**src/shared/dgs_pkg.sv**
```systemverilog
// Constants for the two-channel serial gain register bank.
// Assumes a 16-bit serial frame, MSB first, read on the block's own clock.
package dgs_pkg;

	// Frame layout
	localparam int          FRAME_BITS   = 16;    // Bits per access
	localparam int          BYTE_BITS    = 8;     // Bits per byte
	localparam int          RW_POS       = 15;    // read_not_write position
	localparam int          ADDR_MSB     = 11;    // Address field top
	localparam int          ADDR_LSB     = 8;     // Address field bottom
	localparam int          ADDR_W       = 4;     // Address field width
	localparam int          CNT_W        = 5;     // Edge counter width
	localparam logic [4:0]  CNT_FRAME    = 5'h10; // Rising edges in a full frame
	localparam logic [4:0]  CNT_BYTE     = 5'h08; // Rising edges in the first byte
	localparam logic [4:0]  CNT_MAX      = 5'h1F; // Saturation point

	// Register offsets
	localparam logic [3:0]  ADDR_GAIN_A  = 4'h3;  // gain_code_channel_a
	localparam logic [3:0]  ADDR_GAIN_B  = 4'h4;  // gain_code_channel_b
	localparam logic [3:0]  ADDR_CTRL    = 4'h5;  // channel_apply_control

	// Reset values and writable masks
	localparam logic [7:0]  GAIN_RESET   = 8'h50; // Code 80, least gain
	localparam logic [7:0]  CTRL_RESET   = 8'h03; // Both apply bits set
	localparam logic [7:0]  GAIN_MASK    = 8'h7F; // Bit 7 unused_bit
	localparam logic [7:0]  CTRL_MASK    = 8'h07; // Bits 7..3 unused_bit

	// Gain code: gain = 26 dB - code * 0.25 dB
	localparam int          GAIN_W       = 7;     // Code width
	localparam logic [6:0]  GAIN_CODE_MAX = 7'h50; // Largest legal code (80)

	// Channel control fields
	localparam int          CTRL_LINK    = 2;     // One register sets both
	localparam int          CTRL_APPLY_A = 1;     // Apply register 3 to A
	localparam int          CTRL_APPLY_B = 0;     // Apply register 4, or register 3 when linked, to B

	// Synchroniser
	localparam int          PIN_COUNT    = 3;     // sclk, chip select, data in

endpackage : dgs_pkg

```
**src/core/dgs_pin_sync.sv**
```systemverilog
// Two-stage synchroniser for the serial pins.
// Assumes the pins are asynchronous to mclk.
`timescale 1ns/1ps
`default_nettype none

module dgs_pin_sync (
	input  wire logic                          mclk,
	input  wire logic                          resetn,
	input  wire logic [dgs_pkg::PIN_COUNT-1:0] pinIn,
	input  wire logic [dgs_pkg::PIN_COUNT-1:0] pinReset,
	output var  logic [dgs_pkg::PIN_COUNT-1:0] pinSync
);
	import dgs_pkg::*;

	////////////////////////////////////////////////////////////////
	// One pair of flops per pin
	genvar gi;
	generate
		for (gi = 0; gi < PIN_COUNT; gi++) begin : g_bit
			logic stage1_reg; // First stage, read only by second

			// Reset value per pin is fixed here: pin 1 (chip select) resets high, the others low
			always_ff @(posedge mclk or negedge resetn) begin
				if (!resetn) begin
					stage1_reg   <= (gi == 1) ? 1'b1 : 1'b0;
					pinSync[gi]  <= (gi == 1) ? 1'b1 : 1'b0;
				end else begin
					stage1_reg   <= pinIn[gi];
					pinSync[gi]  <= stage1_reg;
				end
			end
		end
	endgenerate

	// pinReset documents intended idle levels; kept for the header contract
	wire unusedReset = ^pinReset;

endmodule // dgs_pin_sync

`default_nettype wire

```
**src/core/dgs_gain_regs.sv**
```systemverilog
// Serial register bank and gain routing for a two-channel amplifier.
// Assumes serial pins from an external controller, slower than mclk / 4.
`timescale 1ns/1ps
`default_nettype none

module dgs_gain_regs (
	input  wire logic                       mclk,          // 250 MHz core clock
	input  wire logic                       resetn,        // Async reset
	input  wire logic                       sclkPin,       // Serial clock pin
	input  wire logic                       chipSelectN,   // Chip select, low active
	input  wire logic                       sdiPin,        // Serial data in
	output var  logic                       sdoOut,        // Serial data out level
	output var  logic                       sdoOe,         // Serial data out enable
	output var  logic [dgs_pkg::GAIN_W-1:0] gainAppliedA,  // Code on channel A
	output var  logic [dgs_pkg::GAIN_W-1:0] gainAppliedB   // Code on channel B
);
	import dgs_pkg::*;

	////////////////////////////////////////////////////////////////
	// Pin synchronisation
	logic [PIN_COUNT-1:0] pinSync;       // Synchronised pins
	logic                 sclkPrev_reg;  // Previous sclk level
	logic                 csPrev_reg;    // Previous chip select level

	dgs_pin_sync u_sync (
		.mclk     (mclk),
		.resetn   (resetn),
		.pinIn    ({sdiPin, chipSelectN, sclkPin}),
		.pinReset (3'h2),
		.pinSync  (pinSync)
	);

	wire sclkS    = pinSync[0];              // Synced clock
	wire csS      = pinSync[1];              // Synced select, low active
	wire sdiS     = pinSync[2];              // Synced data
	wire csActive = !csS;                    // Selected
	wire sclkRise = sclkS && !sclkPrev_reg && csActive;
	wire sclkFall = !sclkS && sclkPrev_reg && csActive;
	wire csFall   = !csS && csPrev_reg;      // Frame start
	wire csRise   = csS && !csPrev_reg;      // Frame end

	// Edge history
	always_ff @(posedge mclk or negedge resetn) begin
		if (!resetn) begin
			sclkPrev_reg <= 1'b0;
			csPrev_reg   <= 1'b1;
		end else begin
			sclkPrev_reg <= sclkS;
			csPrev_reg   <= csS;
		end
	end

	////////////////////////////////////////////////////////////////
	// Frame shift and count
	logic [FRAME_BITS-1:0] rxShift_reg;  // Received bits
	logic [CNT_W-1:0]      bitCount_reg; // Rising edges seen
	logic                  readFlag_reg; // Flag of current frame
	logic [BYTE_BITS-1:0]  txShift_reg;  // Outgoing read data

	wire [FRAME_BITS-1:0] rxNext   = {rxShift_reg[FRAME_BITS-2:0], sdiS};
	wire                  byteDone = sclkRise && (bitCount_reg == CNT_BYTE - 5'h01);
	wire [ADDR_W-1:0]     rdAddr   = rxNext[ADDR_MSB-BYTE_BITS:ADDR_LSB-BYTE_BITS];
	wire                  rdFlag   = rxNext[RW_POS-BYTE_BITS];
	wire [CNT_W-1:0]      countNext = (bitCount_reg == CNT_MAX) ? CNT_MAX
	                                  : bitCount_reg + 5'h01;

	// Counts rising edges; restarts each frame
	always_ff @(posedge mclk or negedge resetn) begin
		if (!resetn) begin
			rxShift_reg  <= 16'h0000;
			bitCount_reg <= 5'h00;
			readFlag_reg <= 1'b0;
		end else if (csFall) begin
			bitCount_reg <= 5'h00;
			readFlag_reg <= 1'b0;
		end else if (sclkRise) begin
			rxShift_reg  <= rxNext;
			bitCount_reg <= countNext;
			if (byteDone) begin
				readFlag_reg <= rdFlag;
			end
		end
	end

	////////////////////////////////////////////////////////////////
	// Register bank
	logic [BYTE_BITS-1:0] gainA_reg; // gain_code_channel_a
	logic [BYTE_BITS-1:0] gainB_reg; // gain_code_channel_b
	logic [BYTE_BITS-1:0] ctrl_reg;  // channel_apply_control

	wire [ADDR_W-1:0]    wrAddr   = rxShift_reg[ADDR_MSB:ADDR_LSB];
	wire [BYTE_BITS-1:0] wrData   = rxShift_reg[BYTE_BITS-1:0];
	wire                 fullFrame = (bitCount_reg == CNT_FRAME);
	wire                 commitWr = csRise && fullFrame && !rxShift_reg[RW_POS];
	wire                 wrGainA  = commitWr && (wrAddr == ADDR_GAIN_A);
	wire                 wrGainB  = commitWr && (wrAddr == ADDR_GAIN_B);
	wire                 wrCtrl   = commitWr && (wrAddr == ADDR_CTRL);

	// Writes only at frame end; reads and short frames leave all alone
	always_ff @(posedge mclk or negedge resetn) begin
		if (!resetn) begin
			gainA_reg <= GAIN_RESET;
			gainB_reg <= GAIN_RESET;
			ctrl_reg  <= CTRL_RESET;
		end else begin
			if (wrGainA) begin
				gainA_reg <= wrData & GAIN_MASK;
			end
			if (wrGainB) begin
				gainB_reg <= wrData & GAIN_MASK;
			end
			if (wrCtrl) begin
				ctrl_reg  <= wrData & CTRL_MASK;
			end
		end
	end

	// Read mux; unmapped addresses read zero
	wire [BYTE_BITS-1:0] rdData =
		(rdAddr == ADDR_GAIN_A) ? gainA_reg :
		(rdAddr == ADDR_GAIN_B) ? gainB_reg :
		(rdAddr == ADDR_CTRL)   ? ctrl_reg  : 8'h00;

	////////////////////////////////////////////////////////////////
	// Serial output
	wire txWindow = (bitCount_reg >= CNT_BYTE) && (bitCount_reg < CNT_FRAME);

	// Load after first byte, shift on falling edges in the data byte
	always_ff @(posedge mclk or negedge resetn) begin
		if (!resetn) begin
			txShift_reg <= 8'h00;
			sdoOut      <= 1'b0;
			sdoOe       <= 1'b0;
		end else if (!csActive) begin
			sdoOe       <= 1'b0;
			sdoOut      <= 1'b0;
		end else if (byteDone) begin
			txShift_reg <= rdData;
		end else if (sclkFall && txWindow && readFlag_reg) begin
			sdoOut      <= txShift_reg[BYTE_BITS-1];
			sdoOe       <= 1'b1;
			txShift_reg <= {txShift_reg[BYTE_BITS-2:0], 1'b0};
		end
	end

	////////////////////////////////////////////////////////////////
	// Gain routing
	wire [GAIN_W-1:0] codeA = (gainA_reg[GAIN_W-1:0] > GAIN_CODE_MAX)
	                          ? GAIN_CODE_MAX : gainA_reg[GAIN_W-1:0];
	wire [GAIN_W-1:0] codeB = (gainB_reg[GAIN_W-1:0] > GAIN_CODE_MAX)
	                          ? GAIN_CODE_MAX : gainB_reg[GAIN_W-1:0];
	wire              linkOn = ctrl_reg[CTRL_LINK];
	wire              applyA = ctrl_reg[CTRL_APPLY_A];
	wire              applyB = ctrl_reg[CTRL_APPLY_B];
	wire [GAIN_W-1:0] srcB   = linkOn ? codeA : codeB;

	// Applied gains follow their source while the apply bit is set
	always_ff @(posedge mclk or negedge resetn) begin
		if (!resetn) begin
			gainAppliedA <= GAIN_CODE_MAX;
			gainAppliedB <= GAIN_CODE_MAX;
		end else begin
			if (applyA) begin
				gainAppliedA <= codeA;
			end
			if (applyB) begin
				gainAppliedB <= srcB;
			end
		end
	end

	////////////////////////////////////////////////////////////////
	// Assertions
	property p_code_legal;
		@(posedge mclk) disable iff (!resetn)
		(gainAppliedA <= GAIN_CODE_MAX) && (gainAppliedB <= GAIN_CODE_MAX)
		&& !gainA_reg[7] && !gainB_reg[7];
	endproperty
	a_code_legal: assert property (p_code_legal)
		else $error("applied gain code out of range");

	property p_link_b;
		@(posedge mclk) disable iff (!resetn)
		(linkOn && applyB) |=> (gainAppliedB == $past(codeA));
	endproperty
	a_link_b: assert property (p_link_b)
		else $error("linked channel B does not follow register 3");

	property p_split_b;
		@(posedge mclk) disable iff (!resetn)
		(!linkOn && applyB) |=> (gainAppliedB == $past(codeB));
	endproperty
	a_split_b: assert property (p_split_b)
		else $error("channel B does not follow register 4");

	property p_hold_a;
		@(posedge mclk) disable iff (!resetn)
		!applyA |=> $stable(gainAppliedA);
	endproperty
	a_hold_a: assert property (p_hold_a)
		else $error("channel A changed while apply clear");

	property p_apply_a;
		@(posedge mclk) disable iff (!resetn)
		applyA |=> (gainAppliedA == $past(codeA));
	endproperty
	a_apply_a: assert property (p_apply_a)
		else $error("channel A did not take register 3");

	property p_hold_b;
		@(posedge mclk) disable iff (!resetn)
		!applyB |=> $stable(gainAppliedB);
	endproperty
	a_hold_b: assert property (p_hold_b)
		else $error("channel B changed while apply clear");

	property p_commit_only;
		@(posedge mclk) disable iff (!resetn)
		!commitWr |=> ($stable(gainA_reg) && $stable(gainB_reg) && $stable(ctrl_reg));
	endproperty
	a_commit_only: assert property (p_commit_only)
		else $error("register changed outside a write commit");

	property p_read_no_write;
		@(posedge mclk) disable iff (!resetn)
		(csRise && rxShift_reg[RW_POS])
		|=> ($stable(gainA_reg) && $stable(gainB_reg) && $stable(ctrl_reg));
	endproperty
	a_read_no_write: assert property (p_read_no_write)
		else $error("read frame altered a register");

	property p_short_frame;
		@(posedge mclk) disable iff (!resetn)
		(csRise && (bitCount_reg != CNT_FRAME))
		|=> ($stable(gainA_reg) && $stable(gainB_reg) && $stable(ctrl_reg));
	endproperty
	a_short_frame: assert property (p_short_frame)
		else $error("short frame wrote a register");

	property p_oe_selected;
		@(posedge mclk) disable iff (!resetn)
		!csActive |=> !sdoOe;
	endproperty
	a_oe_selected: assert property (p_oe_selected)
		else $error("data out driven while not selected");

	property p_oe_read_only;
		@(posedge mclk) disable iff (!resetn)
		$rose(sdoOe) |-> (readFlag_reg && $past(txWindow));
	endproperty
	a_oe_read_only: assert property (p_oe_read_only)
		else $error("data out driven outside read data byte");

	property p_commit_full;
		@(posedge mclk) disable iff (!resetn)
		commitWr |-> (bitCount_reg == CNT_FRAME);
	endproperty
	a_commit_full: assert property (p_commit_full)
		else $error("commit without sixteen clocks");

	// Each qualified rising edge below saturation advances the count by exactly one
	property p_count_step;
		@(posedge mclk) disable iff (!resetn)
		(sclkRise && !csFall && (bitCount_reg != CNT_MAX))
		|=> (bitCount_reg == $past(bitCount_reg) + 5'h01);
	endproperty
	a_count_step: assert property (p_count_step)
		else $error("edge count did not advance by one");

	// A new selection starts the count from zero
	property p_count_clear;
		@(posedge mclk) disable iff (!resetn)
		csFall |=> (bitCount_reg == 5'h00);
	endproperty
	a_count_clear: assert property (p_count_clear)
		else $error("edge count not cleared at frame start");

	// Main scenarios
	c_write_gain: cover property (@(posedge mclk) disable iff (!resetn) wrGainA);
	c_write_ctrl: cover property (@(posedge mclk) disable iff (!resetn) wrCtrl);
	c_read_out:   cover property (@(posedge mclk) disable iff (!resetn) $rose(sdoOe));
	c_short:      cover property (@(posedge mclk) disable iff (!resetn)
		csRise && (bitCount_reg < CNT_FRAME));
	c_linked:     cover property (@(posedge mclk) disable iff (!resetn) linkOn && applyB);

endmodule // dgs_gain_regs

`default_nettype wire

```
**config.mk**
```make
export PLATFORM = sky130hd
export DESIGN_NAME = dgs_gain_regs
export DESIGN_NICKNAME = d
export VERILOG_FILES = /design/src/shared/dgs_pkg.sv /design/src/core/dgs_pin_sync.sv /design/src/core/dgs_gain_regs.sv
export SDC_FILE = /design/constraint.sdc
export NUM_CORES = 1
export LEC_CHECK = 0
export BUFFER_PORTS_ARGS = -buffer_cell sky130_fd_sc_hd__buf_2
export CORE_AREA = 3 3 88 82
export DETAILED_ROUTE_END_ITERATION = 6
export DIE_AREA = 0 0 91 85
export PLACE_DENSITY_LB_ADDON = 0.1
export SLEW_MARGIN = 40
export SYNTH_ARGS = -nofsm -noshare
export SYNTH_HDL_FRONTEND = slang
export SYNTH_SLANG_ARGS = --single-unit
```
**constraint.sdc**
```tcl
create_clock -name mclk -period 5.8 [get_ports mclk]
set_input_delay 0.29 -clock mclk [delete_from_list [all_inputs] [get_ports mclk]]
set_output_delay 0.29 -clock mclk [all_outputs]
set_load 0.01 [all_outputs]
```
==> results of run 1 <==
## cells by family (layout without fill, tap and decap cells)
kind of cell,Yosys count,in the layout,share of synthesized area [%]
compound gates,46,46,10.7
buf+inv,21,47,5.51
fa+ha+maj,2,2,0.798
flops,71,71,57.2
mux,40,40,14.5
simple gates,52,52,11.3
## power by group through the flow
stage	Sequential, mW	Combinational (mW)	Clock [mW]
after global placement	0.558	0.0411	0
after detailed placement	0.559	0.0423	0
final	0.549	0.0412	0.532
after global routing	0.554	0.0456	0.575
after CTS	0.549	0.0425	0.547
after floorplan	0.534	0.0466	0
## worst register-to-register path, cell delays in order (launching register included)
cell and delay, ns:
dfrtp_1 0.55, nor3b_1 0.68, a22oi_1 0.22, o21ai_0 0.24
o221a_2 0.21
## worst max-delay path by stage
stage	endpoint	start	cells past startpoint
3_3_place_gp	gainA_reg[0]$_DFFE_PN0P_	bitCount_reg[3]$_DFFE_PN0P_	4
5_1_grt	txShift_reg[6]$_DFFE_PN0P_	rxShift_reg[1]$_DFFE_PN0P_	4
6_report	txShift_reg[5]$_DFFE_PN0P_	rxShift_reg[1]$_DFFE_PN0P_	4
3_5_place_dp	gainB_reg[2]$_DFFE_PN0P_	bitCount_reg[3]$_DFFE_PN0P_	4
4_1_cts	gainB_reg[3]$_DFFE_PN0P_	bitCount_reg[3]$_DFFE_PN0P_	4
2_1_floorplan	ctrl_reg[2]$_DFFE_PN0P_	bitCount_reg[2]$_DFFE_PN0P_	5
## metrics by stage
stage               power [mW]  cells  setup WS (ns)  cell area, sq um
CTS                       1.14    348           3.82              3510
finish                    1.12    348           3.84              3510
detailed placement       0.601    332           3.83              3230
global placement         0.599    332           3.85              3220
global route              1.17    348           3.64              3510
floorplan                0.580    232           3.92              3140
## cells in the final DEF (no fill, tap or decap), types with 2 or more instances in the layout
cell	netlist	layout
a21oi_1	5	5
a221o_1	4	4
a22o_1	4	4
a22oi_1	5	5
a31oi_1	2	2
and2_1	2	2
and3b_1	2	2
buf_2	3	20
bufinv_16	0	4
clkbuf_8	1	11
dfrtp_1	58	58
dfstp_2	13	13
ha_1	2	2
inv_1	9	9
mux2_2	31	31
mux2_4	3	3
mux2i_1	6	6
nand2_1	8	8
nand3_1	2	2
nand3b_1	4	4
nand4_1	3	3
nand4b_1	4	4
nor2_1	9	9
nor2b_1	7	7
nor3b_1	2	2
o21ai_0	12	12
o21bai_1	2	2
o221a_2	4	4
o31ai_1	2	2
## area by class of cell
type,count,area share (%)
sequential,71,51.1
multi-input combinational,140,33.4
clock buffer,11,4.32
clock inverter,5,3.64
timing repair buffer,22,3.39
tap,90,3.21
inverter,9,0.963
## per-layer routing
| metal | GRT usage, % | wire length, microns | part of all wire (%) |
|---|---|---|---|
| met1 | 22.7 | 2920 | 51 |
| met2 | 22.7 | 2470 | 43 |
| met3 | 5.85 | 228 | 4.0 |
| met4 | 5.62 | 65 | 1.1 |
| met5 | 0 | 0 | 0 |
==> results.py, run 1 <==
metrics = {
    "cts": {
        "clkLatencyLatePin_ns": 0.33,
        "numClockSinks": 71,
        "cts_resized": 0,
        "cts_hold_buf": 0,
        "cts_tree": "yes",
        "cts_made_buffers": 9,
        "htreeDepth": 3,
        "clock_path_buffers": 2,
        "cts_root_buf": "clkbuf_8",
        "clk_pin_slew_ns": 0.08,
        "post_cts_buffers": 0,
    },
    "power": {
        "power.internal_mw": 0.888,
        "pwr-share-clk_pct": 47.4,
        "power_density_nw_per_um2": 320,
        "ir_drop_v": 0.000209,
        "pwr-share-comb_pct": 3.7,
        "power.leakage_nw": 1.63,
        "p_seq_share_pct": 48.9,
        "p_sw_mw": 0.234,
        "p_sw_share_pct": 20.9,
    },
    "timing": {
        "period_needed_ns": 1.96,
        "fmax_mhz": 510,
        "maxSlewHeadroom_pct": 49.2,
        "rsz0062_at_grt": "false",
        "worst_pin_slew_ns": 0.760,
        "hold_viol_final": 0,
        "setup_viol": 0,
        "post-route-period-util_pct": 33.8,
        "clock-skew-final_ns": 0.00756,
        "hold_ws_ns": 0.0429,
        "fin_tns_setup_ns": 0,
        "slew_viol_final": 0,
    },
    "logic_synthesis": {
        "ys_ff_latch": 71,
        "yosys-top-cells-area": "dfrtp_1 46%, mux2_2 11%, dfstp_2 11%",
        "synth.distinct_cells": 47,
        "synthesis.nets": 239,
        "avgSynthCellArea_sq_um": 13.5,
        "synthFlopType": "dfrtp_1",
        "synth_most_common_cell": "dfrtp_1",
        "yosysTopAreaCell": "dfrtp_1",
        "synth_edf_count": 0,
        "seq_area_frac_synth_pct": 57.2,
        "yosysWarnings": 0,
        "synth_cells": 232,
        "synth_top_area_share_pct": 46.3,
        "yosys-top-cells-count": "58 x dfrtp_1, 31 x mux2_2, 13 x dfstp_2, 12 x o21ai_0",
        "netlist_area_sq_um": 3140,
        "async_flop_share_pct": 100,
    },
    "place": {
        "hpwl_mm": 3.80,
        "place.gp.congestion": 0.808,
        "port_buffers": 20,
    },
    "floorplan": {
        "pin_count": 21,
        "num_rows": 28,
        "coreArea_sq_um": 6450,
        "die_x_microns": 91,
        "die_area_sq_um": 7740,
        "die_h_microns": 85,
        "initial_core_util_pct": 48.6,
    },
    "detailed_routing": {
        "drc_errors": 0,
        "dr_total_vias": 1902,
        "firstDrtPassIters": 4,
        "wire_per_inst_microns": 16.3,
        "drt-initial-drc-count": 84,
        "via_per_inst": 5.47,
        "routed_wl_mm": 5.68,
        "drtAntennaViolNets": 0,
    },
    "global_routing": {
        "grt_usage_pct": 16.0,
        "grt_pass1_vias": 1893,
        "antenna_found_initial": 0,
        "grt.overflow.total": 0,
        "grt_pass1_wl_mm": 9.67,
        "grt_max_degree": 72,
    },
    "setup_path": {
        "rr_worst_depth": 4,
        "r2r_end": "txShift_reg[5]$_DFFE_PN0P_",
        "regToRegStartpoint": "rxShift_reg[1]$_DFFE_PN0P_",
        "crit_chain": "nor3b_1 -> a22oi_1 -> o21ai_0 -> o221a_2",
        "r2r_slack_ns": 3.84,
        "crit_family": "simple AND/OR/NAND/NOR gates",
        "critPathSlowestCell": "nor3b_1",
        "cp-start-kind": "register",
        "arrival_ns": 2.24,
        "endpoint_kind": "register",
        "crit_required_ns": 6.08,
        "worst-path-buf-inv": 0,
        "cp_max_fo": 13,
        "slowest_delay_ns": 0.68,
        "crit_type": "register to register",
    },
    "run_status": {
        "status": "complete, no violations",
    },
    "run": {
        "cap_violations": 0,
    },
    "finish": {
        "nets": 260,
        "largest_reg_flops": 16,
        "multiInputGateArea_sq_um": 1170,
        "n_fill_cell": 582,
        "area_delta_synth_final_pct": 11.9,
        "post-route-util_pct": 54.4,
        "seq_area_sq_um": 1790,
        "drive_gt1_share_pct": 37.2,
        "antennaDiodeCount": 0,
    },
    "min_path": {
        "hold_class": "input port to async pin",
    },
}
No activity file was read; power rests on OpenSTA's default activity.
==> inputs of run 2 (changes only) <==
clock period = 1.6 ns   (was 5.8 ns; I/O delays follow)
==> results.py, run 2 (same netlist as run 1, synthesis figures left out) <==
metrics = {
    "place": {
        "place_area_sq_um": 3480,
        "place.gp.congestion": 0.786,
        "pre_cts_slack_ns": -0.288,
        "port_buffers": 20,
        "hpwl_mm": 4.22,
    },
    "timing": {
        "period_needed_ns": 1.79,
        "post-route-period-util_pct": 112,
        "fmax_mhz": 560,
        "slew_viol_final": 0,
        "worst_pin_slew_ns": 0.490,
        "clock-skew-final_ns": 0.00732,
        "finalWorstSetupSlack_ns": -0.186,
        "hold_viol_final": 0,
        "rsz0062_at_grt": "true",
        "hold_ws_ns": 0.215,
        "setup_viol": 19,
        "maxSlewHeadroom_pct": 67.3,
    },
    "global_routing": {
        "grt_max_degree": 38,
        "antenna_found_initial": 0,
        "grt.overflow.total": 0,
        "grt_pass1_wl_mm": 10.6,
        "grt_usage_pct": 17.7,
        "grt_pass1_vias": 2041,
    },
    "finish": {
        "post-route-util_pct": 60.7,
        "area_delta_synth_final_pct": 24.8,
        "layout_commonest_cell": "dfrtp_1",
        "layout_common_cells": "57 x dfrtp_1, 30 x buf_4, 25 x mux2_4",
        "nets": 299,
        "finalInstanceArea_sq_um": 3910,
        "largest_reg_flops": 16,
        "drive_gt1_share_pct": 47.3,
        "antennaDiodeCount": 0,
    },
    "cts": {
        "clock_path_buffers": 2,
        "numClockSinks": 71,
        "cts_tree": "yes",
        "cts_made_buffers": 9,
        "cts_root_buf": "clkbuf_8",
        "clkLatencyLatePin_ns": 0.34,
        "htreeDepth": 3,
        "clk_pin_slew_ns": 0.07,
    },
    "power": {
        "power.leakage_nw": 1.83,
        "fin_total_pwr_mw": 3.57,
        "power_density_nw_per_um2": 913,
        "ir_drop_v": 0.000477,
    },
    "setup_path": {
        "cp-start-kind": "register",
        "crit_type": "register to register",
        "r2r_slack_ns": -0.19,
        "endpoint_kind": "register",
        "rr_worst_depth": 4,
        "cp_max_fo": 3,
        "regToRegStartpoint": "bitCount_reg[3]$_DFFE_PN0P_",
        "r2r_end": "ctrl_reg[2]$_DFFE_PN0P_",
        "crit_required_ns": 1.82,
        "arrival_ns": 2.01,
    },
    "detailed_routing": {
        "drt-initial-drc-count": 79,
        "firstDrtPassIters": 5,
        "dr_total_vias": 2052,
        "routed_wl_mm": 6.52,
        "via_per_inst": 5.32,
        "drc_errors": 0,
        "drtAntennaViolNets": 0,
        "wire_per_inst_microns": 16.9,
    },
    "floorplan": {
        "die_area_sq_um": 7740,
        "initial_core_util_pct": 48.6,
        "num_rows": 28,
        "pin_count": 21,
        "die_x_microns": 91,
        "die_h_microns": 85,
        "coreArea_sq_um": 6450,
    },
    "run_status": {
        "status": "finished with violations",
        "violations": "setup timing",
    },
    "min_path": {
        "hold_class": "input port to async pin",
    },
    "run": {
        "cap_violations": 0,
    },
}
[run 2: cell types whose count changed in the layout (fill, tap and decap cells not counted), sizes merged]
cell / previous run / this run
clkinvlp: 1 / 0
buf: 22 / 56
bufinv: 4 / 0
clkbuf: 11 / 15
dlygate4sd3: 0 / 4
clkinv: 0 / 1
[run 2: routing by layer]
| layer | vias up | part of all wire [%] | GRT usage [%] |
|---|---|---|---|
| li1 | 974 | - | - |
| met5 | - | 0 | 0 |
| met3 | 4 | 4.4 | 5.94 |
| met2 | 51 | 44 | 24.3 |
| met1 | 1023 | 51 | 26.4 |
| met4 | 0 | 0.67 | 5.34 |
[run 2: what timing repair did]
item,in CTS,in global routing
buffers inserted,1,8
setup endpoints to repair,29,43
resized for setup,4,37
cloned,0,1
hold buffers,4,0
pin swaps,4,5
hold endpoints to repair,21,0
[run 2: cell type report]
class,count,area (sq um)
Fill cell,534,2530
Sequential cell,71,1790
Multi-Input combinational cell,140,1320
Timing Repair Buffer,61,479
Clock buffer,14,173
Tap cell,90,113
Inverter,9,33.8
Clock inverter,1,5.00
[run 2: worst max path at each step]
stage / from / to / cells after the start
2_1_floorplan: bitCount_reg[3]$_DFFE_PN0P_ / ctrl_reg[2]$_DFFE_PN0P_ / 4
3_3_place_gp: bitCount_reg[3]$_DFFE_PN0P_ / ctrl_reg[2]$_DFFE_PN0P_ / 4
3_5_place_dp: bitCount_reg[3]$_DFFE_PN0P_ / ctrl_reg[2]$_DFFE_PN0P_ / 4
4_1_cts: bitCount_reg[3]$_DFFE_PN0P_ / ctrl_reg[2]$_DFFE_PN0P_ / 4
5_1_grt: bitCount_reg[3]$_DFFE_PN0P_ / gainB_reg[3]$_DFFE_PN0P_ / 6
6_report: bitCount_reg[3]$_DFFE_PN0P_ / ctrl_reg[2]$_DFFE_PN0P_ / 4
[run 2: report_power, final]
part / internal (mW) / switching, mW / total, mW
combinational: 0.166 / 0.132 / 0.299
sequential: 1.86 / 0.108 / 1.97
clock: 0.681 / 0.621 / 1.30
total: 2.71 / 0.862 / 3.57
[run 2: worst max-delay path: stages, from the launching register on]
cell and delay [ns]:
dfrtp_2 0.42, nor4b_4 0.25, nand4_2 0.13, or4b_4 0.54
mux2_4 0.32
[run 2: metrics by stage]
stage	instances	setup TNS, ns
2_1_floorplan	232	-2.95
3_3_place_gp	357	-3.29
3_5_place_dp	357	-3.41
4_1_cts	377	-2.84
5_1_grt	386	-4.90
6_report	386	-2.49
